File: src/hw/uart_regs_defines.svh
// Offsets, field positions and reset values for the serial channel register map
`ifndef UART_REGS_DEFINES_SVH
`define UART_REGS_DEFINES_SVH
`define OFS_DATA 3'h0
`define OFS_INT_ENABLE 3'h1
`define OFS_INT_IDENT 3'h2
`define OFS_LINE_CTRL 3'h3
`define OFS_MODEM_CTRL 3'h4
`define OFS_LINE_STATUS 3'h5
`define OFS_MODEM_STATUS 3'h6
`define OFS_SPARE 3'h7
`define LATCH_ACCESS_BIT 7
`define FIFO_ENABLE_BIT 0
`define FIFO_RX_CLEAR_BIT 1
`define FIFO_TX_CLEAR_BIT 2
`define AUX_TWO_BIT 3
`define INT_IDENT_RESET 8'h01
`define LINE_STATUS_RESET 8'h60
`define INT_ENABLE_MASK 8'h0F
`define MODEM_CTRL_MASK 8'h1F
`define FIFO_CTRL_MASK 8'hC1
`define FRAME_LAST 4'h8
`define SRC_LINE 3'h3
`define SRC_RX 3'h2
`define SRC_TX 3'h1
`define SRC_MODEM 3'h0
`endif

File: src/hw/uart_regs_pkg.sv
// Types for the serial channel register map
package uart_regs_pkg;
	typedef struct packed {
		logic [2:0] addr;
		logic [7:0] wdata;
		logic wr;
		logic rd;
	} host_req_t;
	typedef struct packed {
		logic break_flag;
		logic framing_flag;
		logic parity_flag;
		logic overrun;
	} rx_err_t;
	typedef enum logic [1:0] {TX_IDLE, TX_SHIFT} tx_state_t;
endpackage : uart_regs_pkg

File: src/hw/uart_channel_regs.sv
// Register map and minimal serial datapath of one serial channel
`timescale 1ns/1ps
`include "uart_regs_defines.svh"
module uart_channel_regs (
	input wire logic clk,
	input wire logic sys_rst,
	input wire uart_regs_pkg::host_req_t host_req,
	output logic [7:0] rdata,
	input wire logic xt_mode,
	input wire logic rx_bit,
	input wire logic [3:0] modem_in,
	output logic tx_bit,
	output logic irq,
	output logic [15:0] baud_div
);
	// Pin synchroniser stages
	logic rx_s1_reg;
	logic rx_s2_reg;
	logic [3:0] mi_s1_reg;
	logic [3:0] mi_s2_reg;
	logic [3:0] mi_old_reg;
	// Host-visible registers
	logic [7:0] int_enable_reg;
	logic [7:0] line_ctrl_reg;
	logic [7:0] modem_ctrl_reg;
	logic [7:0] spare_reg;
	logic [7:0] div_low_reg;
	logic [7:0] div_high_reg;
	logic [7:0] fifo_ctrl_reg;
	// Data path state
	logic [7:0] tx_hold_reg;
	logic [7:0] rx_buf_reg;
	logic [7:0] tx_shift_reg;
	logic [7:0] rx_sh_reg;
	logic tx_hold_full_reg;
	logic rx_valid_reg;
	logic fifo_err_reg;
	logic [3:0] modem_delta_reg;
	uart_regs_pkg::rx_err_t err_reg;
	uart_regs_pkg::tx_state_t tx_state_reg;
	logic [3:0] tx_cnt_reg;
	logic [3:0] rx_cnt_reg;
	logic rx_busy_reg;
	logic tx_empty_pend_reg;
	// Assembled read values
	logic [7:0] ident_val;
	logic [7:0] status_val;
	// Decode and status wires
	logic latch_access_sel;
	logic fifo_on;
	logic wr_data;
	logic rd_data;
	logic fifo_ctrl_wr;
	logic rd_ident;
	logic rd_status;
	logic rd_modem;
	logic tx_load;
	logic rx_done;
	logic tx_idle;
	logic tx_holding_empty;
	logic tx_all_empty;
	logic [2:0] src;
	logic pend;
	// Address decode
	assign latch_access_sel = line_ctrl_reg[`LATCH_ACCESS_BIT];
	assign fifo_on = fifo_ctrl_reg[`FIFO_ENABLE_BIT];
	assign wr_data = host_req.wr && host_req.addr == `OFS_DATA && !latch_access_sel;
	assign rd_data = host_req.rd && host_req.addr == `OFS_DATA && !latch_access_sel;
	assign fifo_ctrl_wr = host_req.wr && host_req.addr == `OFS_INT_IDENT;
	assign rd_ident = host_req.rd && host_req.addr == `OFS_INT_IDENT;
	assign rd_status = host_req.rd && host_req.addr == `OFS_LINE_STATUS;
	assign rd_modem = host_req.rd && host_req.addr == `OFS_MODEM_STATUS;
	assign baud_div = {div_high_reg, div_low_reg};
	// Transmitter status
	assign tx_idle = tx_state_reg == uart_regs_pkg::TX_IDLE;
	assign tx_holding_empty = !tx_hold_full_reg;
	assign tx_all_empty = tx_idle && (xt_mode || tx_holding_empty);
	// Pin synchronisers
	always_ff @(posedge clk) begin
		if (sys_rst) begin
			rx_s1_reg <= 1'b1;
			rx_s2_reg <= 1'b1;
			mi_s1_reg <= 4'h0;
			mi_s2_reg <= 4'h0;
			mi_old_reg <= 4'h0;
		end else begin
			rx_s1_reg <= rx_bit;
			rx_s2_reg <= rx_s1_reg;
			mi_s1_reg <= modem_in;
			mi_s2_reg <= mi_s1_reg;
			mi_old_reg <= mi_s2_reg;
		end
	end
	// Host-writable registers
	always_ff @(posedge clk) begin
		if (sys_rst) begin
			int_enable_reg <= 8'h00;
			line_ctrl_reg <= 8'h00;
			modem_ctrl_reg <= 8'h00;
			spare_reg <= 8'h00;
			div_low_reg <= 8'h00;
			div_high_reg <= 8'h00;
			fifo_ctrl_reg <= 8'h00;
		end else if (host_req.wr) begin
			unique case (host_req.addr)
				`OFS_DATA: begin
					if (latch_access_sel) div_low_reg <= host_req.wdata;
				end
				`OFS_INT_ENABLE: begin
					if (latch_access_sel) div_high_reg <= host_req.wdata;
					else int_enable_reg <= host_req.wdata & `INT_ENABLE_MASK;
				end
				`OFS_INT_IDENT: begin
					fifo_ctrl_reg <= host_req.wdata & `FIFO_CTRL_MASK;
				end
				`OFS_LINE_CTRL: begin
					line_ctrl_reg <= host_req.wdata;
				end
				`OFS_MODEM_CTRL: begin
					modem_ctrl_reg <= host_req.wdata & `MODEM_CTRL_MASK;
				end
				`OFS_SPARE: begin
					if (!xt_mode) spare_reg <= host_req.wdata;
				end
				default: ;
			endcase
		end
	end
	// Transmitter, one bit per clock
	always_ff @(posedge clk) begin
		if (sys_rst) begin
			tx_hold_reg <= 8'h00;
			tx_hold_full_reg <= 1'b0;
			tx_shift_reg <= 8'h00;
			tx_cnt_reg <= 4'h0;
			tx_state_reg <= uart_regs_pkg::TX_IDLE;
			tx_bit <= 1'b1;
		end else begin
			if (wr_data) begin
				tx_hold_reg <= host_req.wdata;
				tx_hold_full_reg <= 1'b1;
			end else if (tx_load) begin
				tx_hold_full_reg <= 1'b0;
			end
			if (fifo_ctrl_wr && host_req.wdata[`FIFO_TX_CLEAR_BIT]) begin
				tx_hold_full_reg <= 1'b0;
			end
			unique case (tx_state_reg)
				uart_regs_pkg::TX_IDLE: begin
					tx_bit <= 1'b1;
					if (tx_load) begin
						tx_shift_reg <= tx_hold_reg;
						tx_cnt_reg <= 4'h0;
						tx_bit <= 1'b0;
						tx_state_reg <= uart_regs_pkg::TX_SHIFT;
					end
				end
				uart_regs_pkg::TX_SHIFT: begin
					tx_cnt_reg <= tx_cnt_reg + 4'h1;
					if (tx_cnt_reg == `FRAME_LAST) begin
						tx_bit <= 1'b1;
						tx_state_reg <= uart_regs_pkg::TX_IDLE;
					end else begin
						tx_bit <= tx_shift_reg[0];
						tx_shift_reg <= {1'b0, tx_shift_reg[7:1]};
					end
				end
			endcase
		end
	end
	// A write in the same cycle holds the load off by one clock
	assign tx_load = tx_idle && tx_hold_full_reg && !wr_data;
	// Receiver, one bit per clock
	always_ff @(posedge clk) begin
		if (sys_rst) begin
			rx_busy_reg <= 1'b0;
			rx_cnt_reg <= 4'h0;
			rx_sh_reg <= 8'h00;
		end else if (!rx_busy_reg) begin
			rx_cnt_reg <= 4'h0;
			if (!rx_s2_reg) begin
				rx_busy_reg <= 1'b1;
			end
		end else begin
			rx_cnt_reg <= rx_cnt_reg + 4'h1;
			if (rx_cnt_reg == `FRAME_LAST) begin
				rx_busy_reg <= 1'b0;
			end else begin
				rx_sh_reg <= {rx_s2_reg, rx_sh_reg[7:1]};
			end
		end
	end
	assign rx_done = rx_busy_reg && rx_cnt_reg == `FRAME_LAST;
	// Receive buffer and line status flags, set wins over clear
	always_ff @(posedge clk) begin
		if (sys_rst) begin
			rx_buf_reg <= 8'h00;
			rx_valid_reg <= 1'b0;
			err_reg <= '0;
			fifo_err_reg <= 1'b0;
		end else begin
			if (rd_status) begin
				err_reg <= '0;
				fifo_err_reg <= 1'b0;
			end
			if (rx_done) begin
				rx_buf_reg <= rx_sh_reg;
				rx_valid_reg <= 1'b1;
				if (rx_valid_reg) begin
					err_reg.overrun <= 1'b1;
				end
				if (!rx_s2_reg) begin
					err_reg.framing_flag <= 1'b1;
					if (rx_sh_reg == 8'h00) begin
						err_reg.break_flag <= 1'b1;
					end
					fifo_err_reg <= fifo_on;
				end
			end else if (rd_data || (fifo_ctrl_wr && host_req.wdata[`FIFO_RX_CLEAR_BIT])) begin
				rx_valid_reg <= 1'b0;
			end
		end
	end
	// Modem deltas, sticky until the modem status read
	always_ff @(posedge clk) begin
		if (sys_rst) begin
			modem_delta_reg <= 4'h0;
		end else begin
			modem_delta_reg <= (rd_modem ? 4'h0 : modem_delta_reg) | (mi_s2_reg ^ mi_old_reg);
		end
	end
	// Transmit-empty interrupt latch
	always_ff @(posedge clk) begin
		if (sys_rst) begin
			tx_empty_pend_reg <= 1'b0;
		end else if (tx_load) begin
			tx_empty_pend_reg <= 1'b1;
		end else if (wr_data || (rd_ident && src == `SRC_TX)) begin
			tx_empty_pend_reg <= 1'b0;
		end
	end
	// Interrupt source priority
	always_comb begin
		pend = 1'b1;
		src = `SRC_MODEM;
		if (int_enable_reg[2] && (|err_reg)) begin
			src = `SRC_LINE;
		end else if (int_enable_reg[0] && rx_valid_reg) begin
			src = `SRC_RX;
		end else if (int_enable_reg[1] && tx_empty_pend_reg) begin
			src = `SRC_TX;
		end else if (int_enable_reg[3] && (|modem_delta_reg)) begin
			src = `SRC_MODEM;
		end else begin
			pend = 1'b0;
		end
	end
	// Second auxiliary bit gates the request internally, no pin
	assign irq = pend && modem_ctrl_reg[`AUX_TWO_BIT];
	always_comb begin
		ident_val = `INT_IDENT_RESET;
		if (pend) begin
			ident_val = {4'h0, src, 1'b0};
		end
		if (fifo_on) begin
			ident_val[7:6] = 2'h3;
		end else begin
			ident_val[3] = 1'b0;
		end
	end
	always_comb begin
		status_val = {fifo_err_reg & fifo_on,
			tx_all_empty,
			tx_holding_empty,
			err_reg.break_flag,
			err_reg.framing_flag,
			err_reg.parity_flag,
			err_reg.overrun,
			rx_valid_reg};
	end
	// Read data, one cycle after strobe
	always_ff @(posedge clk) begin
		if (sys_rst) begin
			rdata <= 8'h00;
		end else if (host_req.rd) begin
			unique case (host_req.addr)
				`OFS_DATA: rdata <= latch_access_sel ? div_low_reg : rx_buf_reg;
				`OFS_INT_ENABLE: rdata <= latch_access_sel ? div_high_reg : int_enable_reg;
				`OFS_INT_IDENT: rdata <= ident_val;
				`OFS_LINE_CTRL: rdata <= line_ctrl_reg;
				`OFS_MODEM_CTRL: rdata <= modem_ctrl_reg;
				`OFS_LINE_STATUS: rdata <= status_val;
				`OFS_MODEM_STATUS: rdata <= {mi_s2_reg, modem_delta_reg};
				`OFS_SPARE: rdata <= xt_mode ? 8'h00 : spare_reg;
				default: rdata <= 8'h00;
			endcase
		end else begin
			rdata <= 8'h00;
		end
	end
	// Checks on the register map
	reset_ident_a: assert property (@(posedge clk)
		$fell(sys_rst) |-> ident_val == `INT_IDENT_RESET) else $error("ident not idle after reset");
	reset_status_a: assert property (@(posedge clk)
		$fell(sys_rst) |-> status_val == `LINE_STATUS_RESET) else $error("status wrong after reset");
	nofifo_bits_a: assert property (@(posedge clk) disable iff (sys_rst)
		!fifo_on |-> ident_val[7:6] == 2'h0 && !ident_val[3] && !status_val[7]) else $error("fifo bits set");
	divisor_read_a: assert property (@(posedge clk) disable iff (sys_rst)
		host_req.rd && host_req.addr == `OFS_DATA && latch_access_sel |=> rdata == $past(div_low_reg))
		else $error("divisor low read wrong");
	rx_read_a: assert property (@(posedge clk) disable iff (sys_rst)
		rd_data |=> rdata == $past(rx_buf_reg)) else $error("rx buffer read wrong");
	ident_pend_a: assert property (@(posedge clk) disable iff (sys_rst)
		pend |-> !ident_val[0]) else $error("pending bit wrong");
	enable_upper_a: assert property (@(posedge clk) disable iff (sys_rst)
		int_enable_reg[7:4] == 4'h0) else $error("enable upper bits set");
	xt_spare_a: assert property (@(posedge clk) disable iff (sys_rst)
		host_req.rd && host_req.addr == `OFS_SPARE && xt_mode |=> rdata == 8'h00) else $error("spare present");
	tx_lsb_a: assert property (@(posedge clk) disable iff (sys_rst)
		tx_load |=> !tx_bit ##1 tx_bit == $past(tx_hold_reg[0], 2)) else $error("lsb not first");
	dma_none_a: assert property (@(posedge clk) disable iff (sys_rst)
		!fifo_ctrl_reg[3]) else $error("dma bit stored");
	xt_empty_a: assert property (@(posedge clk) disable iff (sys_rst)
		xt_mode && tx_idle |-> status_val[6]) else $error("empty flag missing");
	hold_load_a: assert property (@(posedge clk) disable iff (sys_rst)
		wr_data |=> tx_hold_reg == $past(host_req.wdata) && tx_hold_full_reg) else $error("holding not loaded");
	// Main scenarios
	tx_cov_c: cover property (@(posedge clk) tx_load);
	rx_cov_c: cover property (@(posedge clk) rx_done);
	irq_cov_c: cover property (@(posedge clk) irq);
	modem_cov_c: cover property (@(posedge clk) |modem_delta_reg);
endmodule : uart_channel_regs

File: config.mk
export PLATFORM = sky130hd
export DESIGN_NAME = uart_channel_regs
export DESIGN_NICKNAME = d
export VERILOG_FILES = /design/src/hw/uart_regs_pkg.sv /design/src/hw/uart_channel_regs.sv
export VERILOG_INCLUDE_DIRS = /design/src /design/src/hw
export SDC_FILE = /design/constraint.sdc
export NUM_CORES = 1
export LEC_CHECK = 0
export BUFFER_PORTS_ARGS = -buffer_cell sky130_fd_sc_hd__buf_2
export CAP_MARGIN = 20
export CORE_AREA = 3 3 93 95
export CTS_CLUSTER_DIAMETER = 80
export DETAILED_ROUTE_END_ITERATION = 6
export DIE_AREA = 0 0 96 98
export GPL_TIMING_DRIVEN = 0
export PLACE_DENSITY = 0.9
export SYNTH_ARGS = -nofsm -noshare
export SYNTH_HDL_FRONTEND = slang
export SYNTH_SLANG_ARGS = --single-unit
export TNS_END_PERCENT = 100
File: constraint.sdc
create_clock -name clk -period 4.05 [get_ports clk]
set_input_delay 0.2025 -clock clk [delete_from_list [all_inputs] [get_ports clk]]
set_output_delay 0.2025 -clock clk [all_outputs]
set_load 0.01 [all_outputs]
# After elaboration in Yosys (flattened, before gate mapping)
# Cells that the tools add are included.
[word_totals]
reg_bits = 119
ram_bits = 0
n_memories = 0
word_cells = 145
latch_bits = 0
mem_bits_ro = 0
input_bits = 21
output_inout_bits = 26
[classes]
div = 0
mux = 44
reduce_logical = 47
shift = 0
multipliers = 0
magnitude_cmp = 0
addsub = 2
n_bitwise = 8
n_eq_ne = 14
[ops]
columns = ["op", "n"]
rows = [
  ["case mux 8 bit (8 select lines)", 1],
  ["2-to-1 mux 8 bit", 5],
  ["2-to-1 mux 1 bit", 23],
  ["logical AND 1 bit", 20],
  ["2-to-1 mux 4 bit", 4],
  ["case mux 8 bit (2 select lines)", 1],
  ["2-to-1 mux 2 bit", 7],
  ["equality test 3 bit (second input constant)", 4],
  ["AND reduction 2 bit", 6],
  ["AND reduction 3 bit", 4],
  ["adder 4 x 1 -> 4 bit (second input constant)", 2],
  ["equality test 4 bit (second input constant)", 2],
  ["logical NOT 8 bit", 1],
  ["case mux 4 bit (2 select lines)", 1],
  ["equality test 3 x 1 -> 1 bit (second input constant)", 2],
  ["equality test 3 x 2 -> 1 bit (second input constant)", 2],
  ["!= test 2 bit (second input constant)", 3],
  ["nonzero test 2 bit", 3],
  ["OR reduction 2 bit", 3],
  ["NOT 1 bit", 5],
  ["OR 4 bit", 1],
  ["case mux 2 bit (2 select lines)", 1],
  ["OR reduction 4 bit", 1],
  ["bitwise XOR 4 bit", 1],
  ["8 further kinds", 12],
]

# Logic depth before layout (Yosys ltp)
# Gate-level depths: netlist of the first run.
[logic_depth]
depth_word = 9
ltp_mapped = 8
mapped_depth_nobuf = 7

# Worst setup path after synthesis of the first run
# No wires, ideal clock.
[synth_timing]
kind = "register -> register"
startpoint = "register line_ctrl_reg[7]"
endpoint = "register tx_shift_reg[5]"
path_slack_ps = 2342
t_required_ps = 3908
path_stages_with_launch = 8
path_buffers = 2
setup_time_ps = 142
arrival_ps = 1566
synth_period_minus_slack_ps = 1708
path_cell_list = "dfxtp_1 or4_1 buf_6 o21ai_4 o21ai_4 buf_6 nor2_1 a211oi_2"
[synth_between]
elab_chain_len = 6
[synth_rtl]
columns = ["element", "line_no", "text"]
rows = [
  ["start: declaration", "uart_channel_regs.sv:24", "logic [7:0] line_ctrl_reg;"],
  ["start signal: assignment", "uart_channel_regs.sv:117", "line_ctrl_reg <= host_req.wdata;"],
  ["logical NOT 1 bit", "uart_channel_regs.sv:67", "assign wr_data = host_req.wr && host_req.addr == `OFS_DATA && !latch_access_sel;"],
  ["logical AND 1 bit", "uart_channel_regs.sv:67", ""],
  ["logical NOT 1 bit", "uart_channel_regs.sv:172", "assign tx_load = tx_idle && tx_hold_full_reg && !wr_data;"],
  ["logical AND 1 bit", "uart_channel_regs.sv:172", ""],
  ["!= test 2 bit (no line)", "-", ""],
  ["AND reduction 2 bit (no line)", "-", ""],
  ["end signal: assignment", "uart_channel_regs.sv:152", "tx_shift_reg <= tx_hold_reg;"],
  ["end signal: assignment", "uart_channel_regs.sv:165", "tx_shift_reg <= {1'b0, tx_shift_reg[7:1]};"],
  ["end: declaration", "uart_channel_regs.sv:33", "logic [7:0] tx_shift_reg;"],
]
# No other way between the ends.
# A chain may end at the register's enable or synchronous reset.

# Worst setup path after layout of the first run
[layout_timing]
startpoint = "register err_reg[3] (netlist name)"
endpoint = "output port irq"
[layout_between]
elab_chain_len = 4
[layout_rtl]
columns = ["element", "line_no", "text"]
rows = [
  ["start: declaration", "uart_channel_regs.sv:39", "uart_regs_pkg::rx_err_t err_reg;"],
  ["OR reduction 3 bit", "uart_channel_regs.sv:246", "if (int_enable_reg[2] && (|err_reg)) begin"],
  ["logical AND 1 bit", "uart_channel_regs.sv:246", ""],
  ["2-to-1 mux 1 bit", "uart_channel_regs.sv:246", ""],
  ["logical AND 1 bit", "uart_channel_regs.sv:259", "assign irq = pend && modem_ctrl_reg[`AUX_TWO_BIT];"],
  ["end: declaration", "uart_channel_regs.sv:13", "output logic irq,"],
]
# No other way between the ends.

==> metrics.md, run 1 <==
| Metric | Value |
|---|---|
| Switching Fraction | `23.8%` |
| Top_reg_cell synth | `dfxtp_1` |
| Synth Register Bits | `118` |
| Post-cts resize count | `0` |
| Share of the synthesized area in the top cell type | `48.0%` |
| Critical Path Start | `err_reg[3]` |
| CP endpoint | `irq` |
| DR DRC count | `1` |
| Fraction of registers with async set/reset | `0%` |
| Vias in the first global route | `4348` |
| FF-to-FF End | `rdata[0]` |
| Tcrit/Tclk final | `50.6%` |
| Share of layout cells above drive strength 1 | `14.1%` |
| Worst-path clk slew | `60 ps` |
| Synth warn | `0` |
| DR vias | `4505` |
| Worst skew pair latency | `510 ps` |
| Post-layout min period | `2050 ps` |
| EDFF count, synth | `0` |
| Vias/cell | `6.15` |
| Status | `complete, but fails checks` |
| Clk sinks | `118` |
| Hold depth | `3` |
| Initial Util | `63.1%` |
| Cell area after synthesis | `0.00492 mm²` |
| Antenna Nets Post-Route | `0` |
| Least-Margin Pin Slew | `991 ps` |
| Violated checks | `design-rule violations` |
| Post CTS Setup Buffer Count | `0` |
| Area Overhead vs Synth | `18.3%` |
| Final setup vio count | `0` |
| RSZ-0062 raised after global routing | `no` |
| Slew headroom | `33.4%` |
| Dpl ws | `2080 ps` |
| Diode count | `0` |
| Largest net degree at the start of global routing | `17` |
| Syn_area_per_cell | `8.84 µm²` |
| H-tree depth | `4` |
| Combinational power share | `6.4%` |
| Critical path arrival | `1850 ps` |
| PortBufs | `39` |
| Startpoint types | `register` |
| Core area | `0.00781 mm²` |
| Non-filler cells, final | `733` |
| CTS root buffer | `clkbuf_8` |
| Crit path max fanout | `3` |
| Critical path type | `register to primary output` |
| Top achievable clock speed | `488 MHz` |
| Largest area contributor in the netlist | `dfxtp_1` |
| Gp weighted congestion | `1.00` |
| Largest cells by area after synthesis | `dfxtp_1 48%, mux2i_1 10%, nand2_1 6.2%` |
| Setup TNS | `0 ps` |
| Reg2Reg Depth | `6` |
| Post-synth top cells | `118 x dfxtp_1, 81 x nand2_1, 63 x nor2_1` |
| Clk_skew | `4.07 ps` |
| Filler cells | `556` |
| Power Density | `462 mW/mm²` |
| Routed WL per cell | `19.2 µm` |
| CTS buffer count | `17` |
| Met1 usage | `38.3%` |
| Final hold slack | `27.2 ps` |
| Sequential Power Share | `44.7%` |
| First drt pass iteration count | `7` |
| Clock buffer depth | `2` |
| IO Pins | `47` |
| Syn_nets | `582` |
| Synth cell types | `52` |
| First-pass GRT wire length | `22.2 mm` |
| Busiest grt layer | `met2` |
| Hold Crit Class | `primary input to register` |
| Hold Violations, Final | `0` |
| LEAKAGE | `0.00225 µW` |
| Internal reg-to-reg setup slack | `2070 ps` |
| Worst flop-to-flop path startpoint | `line_ctrl_reg[7]` |
| Die X | `96 µm` |
| Worst VDD drop | `0.000351 V` |
| Initial antenna violation count | `0` |
| Critical Path End Type | `primary output` |
| Dpl hpwl | `9.53 mm` |
| Data required, critical path | `3850 ps` |
| Sequential cell area fraction in the yosys report | `48.0%` |
| Internal Power | `2050 µW` |
| TritonCTS clock tree | `built` |
| Chip height | `98 µm` |
| Final WL | `14.1 mm` |
| Worst setup margin | `2000 ps` |
| Switching pwr | `640 µW` |
| Grt total ovfl | `0` |
| Rows | `32` |
| Placed cells | `698` |
| All-Layer GR Usage | `31.0%` |
| Met3 Use GR | `8.40%` |
| Met2 Usage GRT | `48.4%` |
| Most common cell in the netlist | `dfxtp_1` |
| Max Cap Viol | `0` |
| Die Area | `0.00941 mm²` |
| Fin. max-slew vios | `0` |
| Clk pwr share | `49.0%` |
| Mapped Cells | `557` |
| Fin nets | `646` |
| Initial drt markers | `569` |
==> critical path, stage by stage, from the launching register on <==
cell	delay, ps
dfxtp_1	340
o31a_1	340
a21o_1	220
nor2_1	200
nor2b_1	90
buf_2	140
==> power groups by stage <==
stage	Sequential, µW	Clock, µW	Combinational (µW)
after CTS	1200	1320	165
after global routing	1200	1360	183
after global placement	1220	0	155
after floorplan	1220	0	104
final	1200	1320	171
after detailed placement	1230	0	159
==> repair_timing <==
| item | 4_1_cts | 5_1_grt |
|---|---|---|
| hold buffers | 6 | 0 |
| hold endpoints to repair | 6 | 0 |
| setup endpoints to repair | 0 | 0 |
==> kinds of logic (layout without fill, tap and decap cells) <==
family / count (synthesis) / count (layout) / synth area share [%]
simple gates: 212 / 212 / 19.5
mux: 50 / 50 / 10.4
fa+ha+maj: 4 / 4 / 1.02
buf+inv: 51 / 125 / 4.29
flops: 118 / 118 / 48.0
xor+xnor: 8 / 8 / 1.42
compound gates: 114 / 114 / 15.4
==> cell usage in the layout (no fill, tap or decap), drive strengths merged, types with 5 or more instances in the layout <==
cell           n
nand3         20
clkinv         5
nand3b         5
dfxtp        118
a211oi         9
dlygate4sd3    6
nor2          64
o221ai         8
nor2b         20
buf           51
inv           14
nand2         81
xor2           6
o21ai         13
clkbuf        44
a21oi         58
mux2i         49
==> area by class of cell <==
| type | count | area [µm²] | share of cell area [%] |
|---|---|---|---|
| clock buffer | 19 | 432 | 7.41 |
| multi-input combinational | 388 | 2350 | 40.4 |
| clock inverter | 10 | 85.1 | 1.46 |
| inverter | 14 | 52.6 | 0.902 |
| tap | 102 | 128 | 2.19 |
| sequential | 118 | 2360 | 40.6 |
| timing repair buffer | 45 | 255 | 4.38 |
| buffer | 37 | 159 | 2.73 |
==> through the flow <==
step / instance area, µm² / total power [µW] / utilization, %
finish: 5820 / 2690 / 74.6
global route: 5820 / 2750 / 74.6
CTS: 5820 / 2680 / 74.6
detailed placement: 5250 / 1380 / 67.2
global placement: 5250 / 1380 / 67.2
floorplan: 4920 / 1330 / -
==> how the worst min path moves through the flow <==
stage                           start               end  slack, ps
final                     host_req[9]  line_ctrl_reg[7]         30
after global routing      host_req[8]      spare_reg[6]         30
after CTS                 host_req[8]    tx_hold_reg[6]          3
after detailed placement       rx_bit         rx_s1_reg        390
after global placement         rx_bit         rx_s1_reg        390
after floorplan                rx_bit         rx_s1_reg        310
==> metal layers <==
layer,share of wire [%],routed length [µm]
met5,0,0
met4,4.1,578
met3,9.6,1350
met2,47,6670
met1,39,5520
(Power assumes the default switching activity.)
==> run 2, diff against run 1 <==
--- a/config.mk
+++ b/config.mk
@@ -6,14 +6,15 @@
 export SDC_FILE = /design/constraint.sdc
 export NUM_CORES = 1
 export LEC_CHECK = 0
+export ABC_AREA = 1
 export BUFFER_PORTS_ARGS = -buffer_cell sky130_fd_sc_hd__buf_2
 export CAP_MARGIN = 20
-export CORE_AREA = 3 3 93 95
+export CORE_AREA = 3 3 97 99
 export CTS_CLUSTER_DIAMETER = 80
 export DETAILED_ROUTE_END_ITERATION = 6
-export DIE_AREA = 0 0 96 98
+export DIE_AREA = 0 0 100 102
 export GPL_TIMING_DRIVEN = 0
-export PLACE_DENSITY = 0.9
+export PLACE_DENSITY = 0.86
 export SYNTH_ARGS = -nofsm -noshare
 export SYNTH_HDL_FRONTEND = slang
 export SYNTH_SLANG_ARGS = --single-unit
==> constraint.sdc (replaced) <==
create_clock -name clk -period 1.95 [get_ports clk]
set_input_delay 0.0975 -clock clk [delete_from_list [all_inputs] [get_ports clk]]
set_output_delay 0.0975 -clock clk [all_outputs]
set_load 0.01 [all_outputs]
==> metrics.md, run 2 <==
| Metric | Value |
|---|---|
| EDFF count, synth | `0 (unchanged)` |
| Max Cap Viol | `0 (unchanged)` |
| Mapped Cells | `693 (was 557)` |
| Die X | `100 µm (was 96 µm)` |
| Post-cts resize count | `0 (unchanged)` |
| Filler cells | `689 (was 556)` |
| Share of layout cells above drive strength 1 | `14.6% (was 14.1%)` |
| Critical Path End Type | `register (was primary output)` |
| Detail Route met2 WL | `6.77 mm (was 6.67 mm)` |
| Met3 routed wirelength | `1.32 mm (was 1.35 mm)` |
| Gp weighted congestion | `1.01 (was 1.00)` |
| Die Area | `0.0102 mm² (was 0.00941 mm²)` |
| DR vias | `4949 (was 4505)` |
| Sequential Power Share | `42.6% (was 44.7%)` |
| M1 wire length | `5.86 mm (was 5.52 mm)` |
| Hold Violations, Final | `0 (unchanged)` |
| Clk pwr share | `50.5% (was 49.0%)` |
| Crit path max fanout | `10 (was 3)` |
| Initial antenna violation count | `0 (unchanged)` |
| Setup TNS | `0 ps (unchanged)` |
| Combinational power share | `6.8% (was 6.4%)` |
| Worst flop-to-flop path startpoint | `rx_cnt_reg[0] (was line_ctrl_reg[7])` |
| Synth Register Bits | `118 (unchanged)` |
| Largest net degree at the start of global routing | `17 (unchanged)` |
| Largest area contributor in the netlist | `dfxtp_1 (unchanged)` |
| Switching pwr | `1470 µW (was 640 µW)` |
| Total power | `5900 µW (was 2690 µW)` |
| RSZ-0062 raised after global routing | `no (unchanged)` |
| Synth warn | `0 (unchanged)` |
| Clock buffer depth | `2 (unchanged)` |
| Initial drt markers | `410 (was 569)` |
| TritonCTS clock tree | `built (unchanged)` |
| Tcrit/Tclk final | `90.9%` |
| Hold Crit Class | `primary input to register (unchanged)` |
| Vias/cell | `5.54 (was 6.15)` |
| Fin. max-slew vios | `0 (unchanged)` |
| Status | `finished clean (was complete, but fails checks)` |
| Syn_area_per_cell | `7.27 µm² (was 8.84 µm²)` |
| Vias in the first global route | `4759 (was 4348)` |
| Placed cells | `844 (was 698)` |
| Clk sinks | `118 (unchanged)` |
| Cell Area, Placed | `0.00539 mm² (was 0.00525 mm²)` |
| Hold depth | `4 (was 3)` |
| Non-filler cells, final | `894 (was 733)` |
| Worst skew pair latency | `530 ps (was 510 ps)` |
| Least-Margin Pin Slew | `708 ps (was 991 ps)` |
| Grt total ovfl | `0 (unchanged)` |
| Most frequent cells in the layout | `118 x dfxtp_1, 108 x nor2_1, 105 x nand2_1 (was 118 x dfxtp_1, 81 x nand2_1, 63 x nor2_1)` |
| Final setup vio count | `0 (unchanged)` |
| FF-to-FF End | `rx_buf_reg[6] (was rdata[0])` |
| Diode count | `0 (unchanged)` |
| Cell area after synthesis | `0.00504 mm² (was 0.00492 mm²)` |
| Most common cell after layout, fill and taps aside | `dfxtp_1 (unchanged)` |
| Data required, critical path | `2360 ps (was 3850 ps)` |
| Startpoint types | `register (unchanged)` |
| Largest cells by area after synthesis | `dfxtp_1 47%, o21ai_0 9.6%, nor2_1 8.0% (was dfxtp_1 48%, mux2i_1 10%, nand2_1 6.2%)` |
| Reg2Reg Depth | `10 (was 6)` |
| Share of the synthesized area in the top cell type | `46.9% (was 48.0%)` |
| Post CTS Setup Buffer Count | `0 (unchanged)` |
| Core area | `0.00864 mm² (was 0.00781 mm²)` |
| Switching Fraction | `24.9% (was 23.8%)` |
| LEAKAGE | `0.00263 µW (was 0.00225 µW)` |
| Worst-path clk slew | `60 ps (about the same)` |
| Chip height | `102 µm (was 98 µm)` |
| Critical path arrival | `2190 ps (was 1850 ps)` |
| Area Overhead vs Synth | `21.8% (was 18.3%)` |
| Internal reg-to-reg setup slack | `180 ps (was 2070 ps)` |
| Top achievable clock speed | `564 MHz` |
| Worst Hold Path EP | `rdata[3] (was line_ctrl_reg[7])` |
| Fraction of registers with async set/reset | `0% (unchanged)` |
| Worst setup margin | `177 ps (was 2000 ps)` |
| Syn_nets | `718 (was 582)` |
| IO Pins | `47 (unchanged)` |
| Worst VDD drop | `0.000977 V (was 0.000351 V)` |
| Top_reg_cell synth | `dfxtp_1 (unchanged)` |
| Sequential cell area fraction in the yosys report | `46.9% (was 48.0%)` |
| Min-delay src | `host_req[12] (was host_req[9])` |
| Slew headroom | `52.8% (was 33.4%)` |
| PortBufs | `43 (was 39)` |
| Critical path type | `register to register (was register to primary output)` |
| Most common cell in the netlist | `dfxtp_1 (unchanged)` |
| Post-synth top cells | `118 x dfxtp_1, 108 x nor2_1, 105 x nand2_1 (was 118 x dfxtp_1, 81 x nand2_1, 63 x nor2_1)` |
| Post-layout min period | `1770 ps` |
| First drt pass iteration count | `6 (was 7)` |
| DR DRC count | `0 (was 1)` |
| Initial Util | `58.4% (was 63.1%)` |
| Clk_skew | `12.0 ps (was 4.07 ps)` |
| Dpl ws | `218 ps (was 2080 ps)` |
| Routed WL per cell | `16.2 µm (was 19.2 µm)` |
| Dpl hpwl | `9.98 mm (was 9.53 mm)` |
| Final WL | `14.5 mm (was 14.1 mm)` |
| Antenna Nets Post-Route | `0 (unchanged)` |
| Fin area | `0.00614 mm² (was 0.00582 mm²)` |
| H-tree depth | `4 (unchanged)` |
| CTS root buffer | `clkbuf_8 (unchanged)` |
| Fin nets | `798 (was 646)` |
| Rows | `34 (was 32)` |
| First-pass GRT wire length | `23.0 mm (was 22.2 mm)` |
| Top sig layer | `met4 (unchanged)` |
| All-Layer GR Usage | `29.4% (was 31.0%)` |
| CTS buffer count | `17 (unchanged)` |
| Synth cell types | `31 (was 52)` |
| Internal Power | `4430 µW (was 2050 µW)` |
| Power Density | `961 mW/mm² (was 462 mW/mm²)` |
## run 2: routing by layer
| metal | up-vias | track usage, % |
|---|---|---|
| met1 | 2252 | 35.1 |
| met4 | 0 | 14.0 |
| met2 | 254 | 49.1 |
| li1 | 2392 | - |
| met3 | 51 | 8.40 |
| met5 | - | 0 |
## run 2: logic make-up after synthesis
kind of cell	Yosys count	synth area share [%]
fa+ha+maj	4	0.993
xor+xnor	5	0.869
compound gates	181	18.2
buf+inv	115	9.68
simple gates	270	23.3
flops	118	46.9
## run 2: worst max path at each step
| stage | start | endpoint | slack, ps | cells after the start |
|---|---|---|---|---|
| after CTS | rx_cnt_reg[0] | rx_buf_reg[6] | 190 | 10 |
| after floorplan | rx_cnt_reg[0] | rx_buf_reg[6] | 490 | 10 |
| after global placement | rx_cnt_reg[0] | rx_buf_reg[6] | 290 | 10 |
| final | rx_cnt_reg[0] | rx_buf_reg[6] | 180 | 10 |
| after global routing | rx_cnt_reg[0] | rx_buf_reg[6] | 20 | 10 |
| after detailed placement | rx_cnt_reg[0] | rx_buf_reg[6] | 220 | 10 |
## run 2: power by group through the flow
| stage | sequential (µW) | clock (µW) | combinational, µW |
|---|---|---|---|
| after global routing | 2520 | 3100 | 443 |
| after global placement | 2570 | 0 | 351 |
| after detailed placement | 2570 | 0 | 360 |
| after floorplan | 2560 | 0 | 231 |
| after CTS | 2520 | 3010 | 393 |
| final | 2520 | 2980 | 404 |
## run 2: worst max-delay path, cell delays in order, from the launching register on
cell	delay, ps
dfxtp_1	340
inv_1	60
ha_1	140
inv_1	40
nor2_1	70
nand2_1	80
nor2_1	330
inv_1	170
buf_2	210
o21ai_0	170
a21oi_1	50
## run 2: cell type report
cell class	instances	area, µm²	share of cell area (%)
Sequential cell	118	2360	38.5
Multi-Input combinational cell	460	2190	35.7
Clock buffer	17	414	6.74
Timing Repair Buffer	61	395	6.44
Inverter	86	329	5.36
Buffer	29	159	2.59
Clock inverter	15	156	2.55
Tap cell	108	135	2.20
## run 2: repair_timing
action	4_1_cts	5_1_grt
endpoints found under the hold margin	52	0
endpoints found under the setup margin	0	0
hold buffers	18	0
## run 2: stage by stage
| stage | util, % | hold slack [ps] |
|---|---|---|
| floorplan | - | 201 |
| global placement | 62.4 | 281 |
| detailed placement | 62.4 | 283 |
| CTS | 71.1 | 19.8 |
| global route | 71.1 | 79.8 |
| finish | 71.1 | 37.7 |
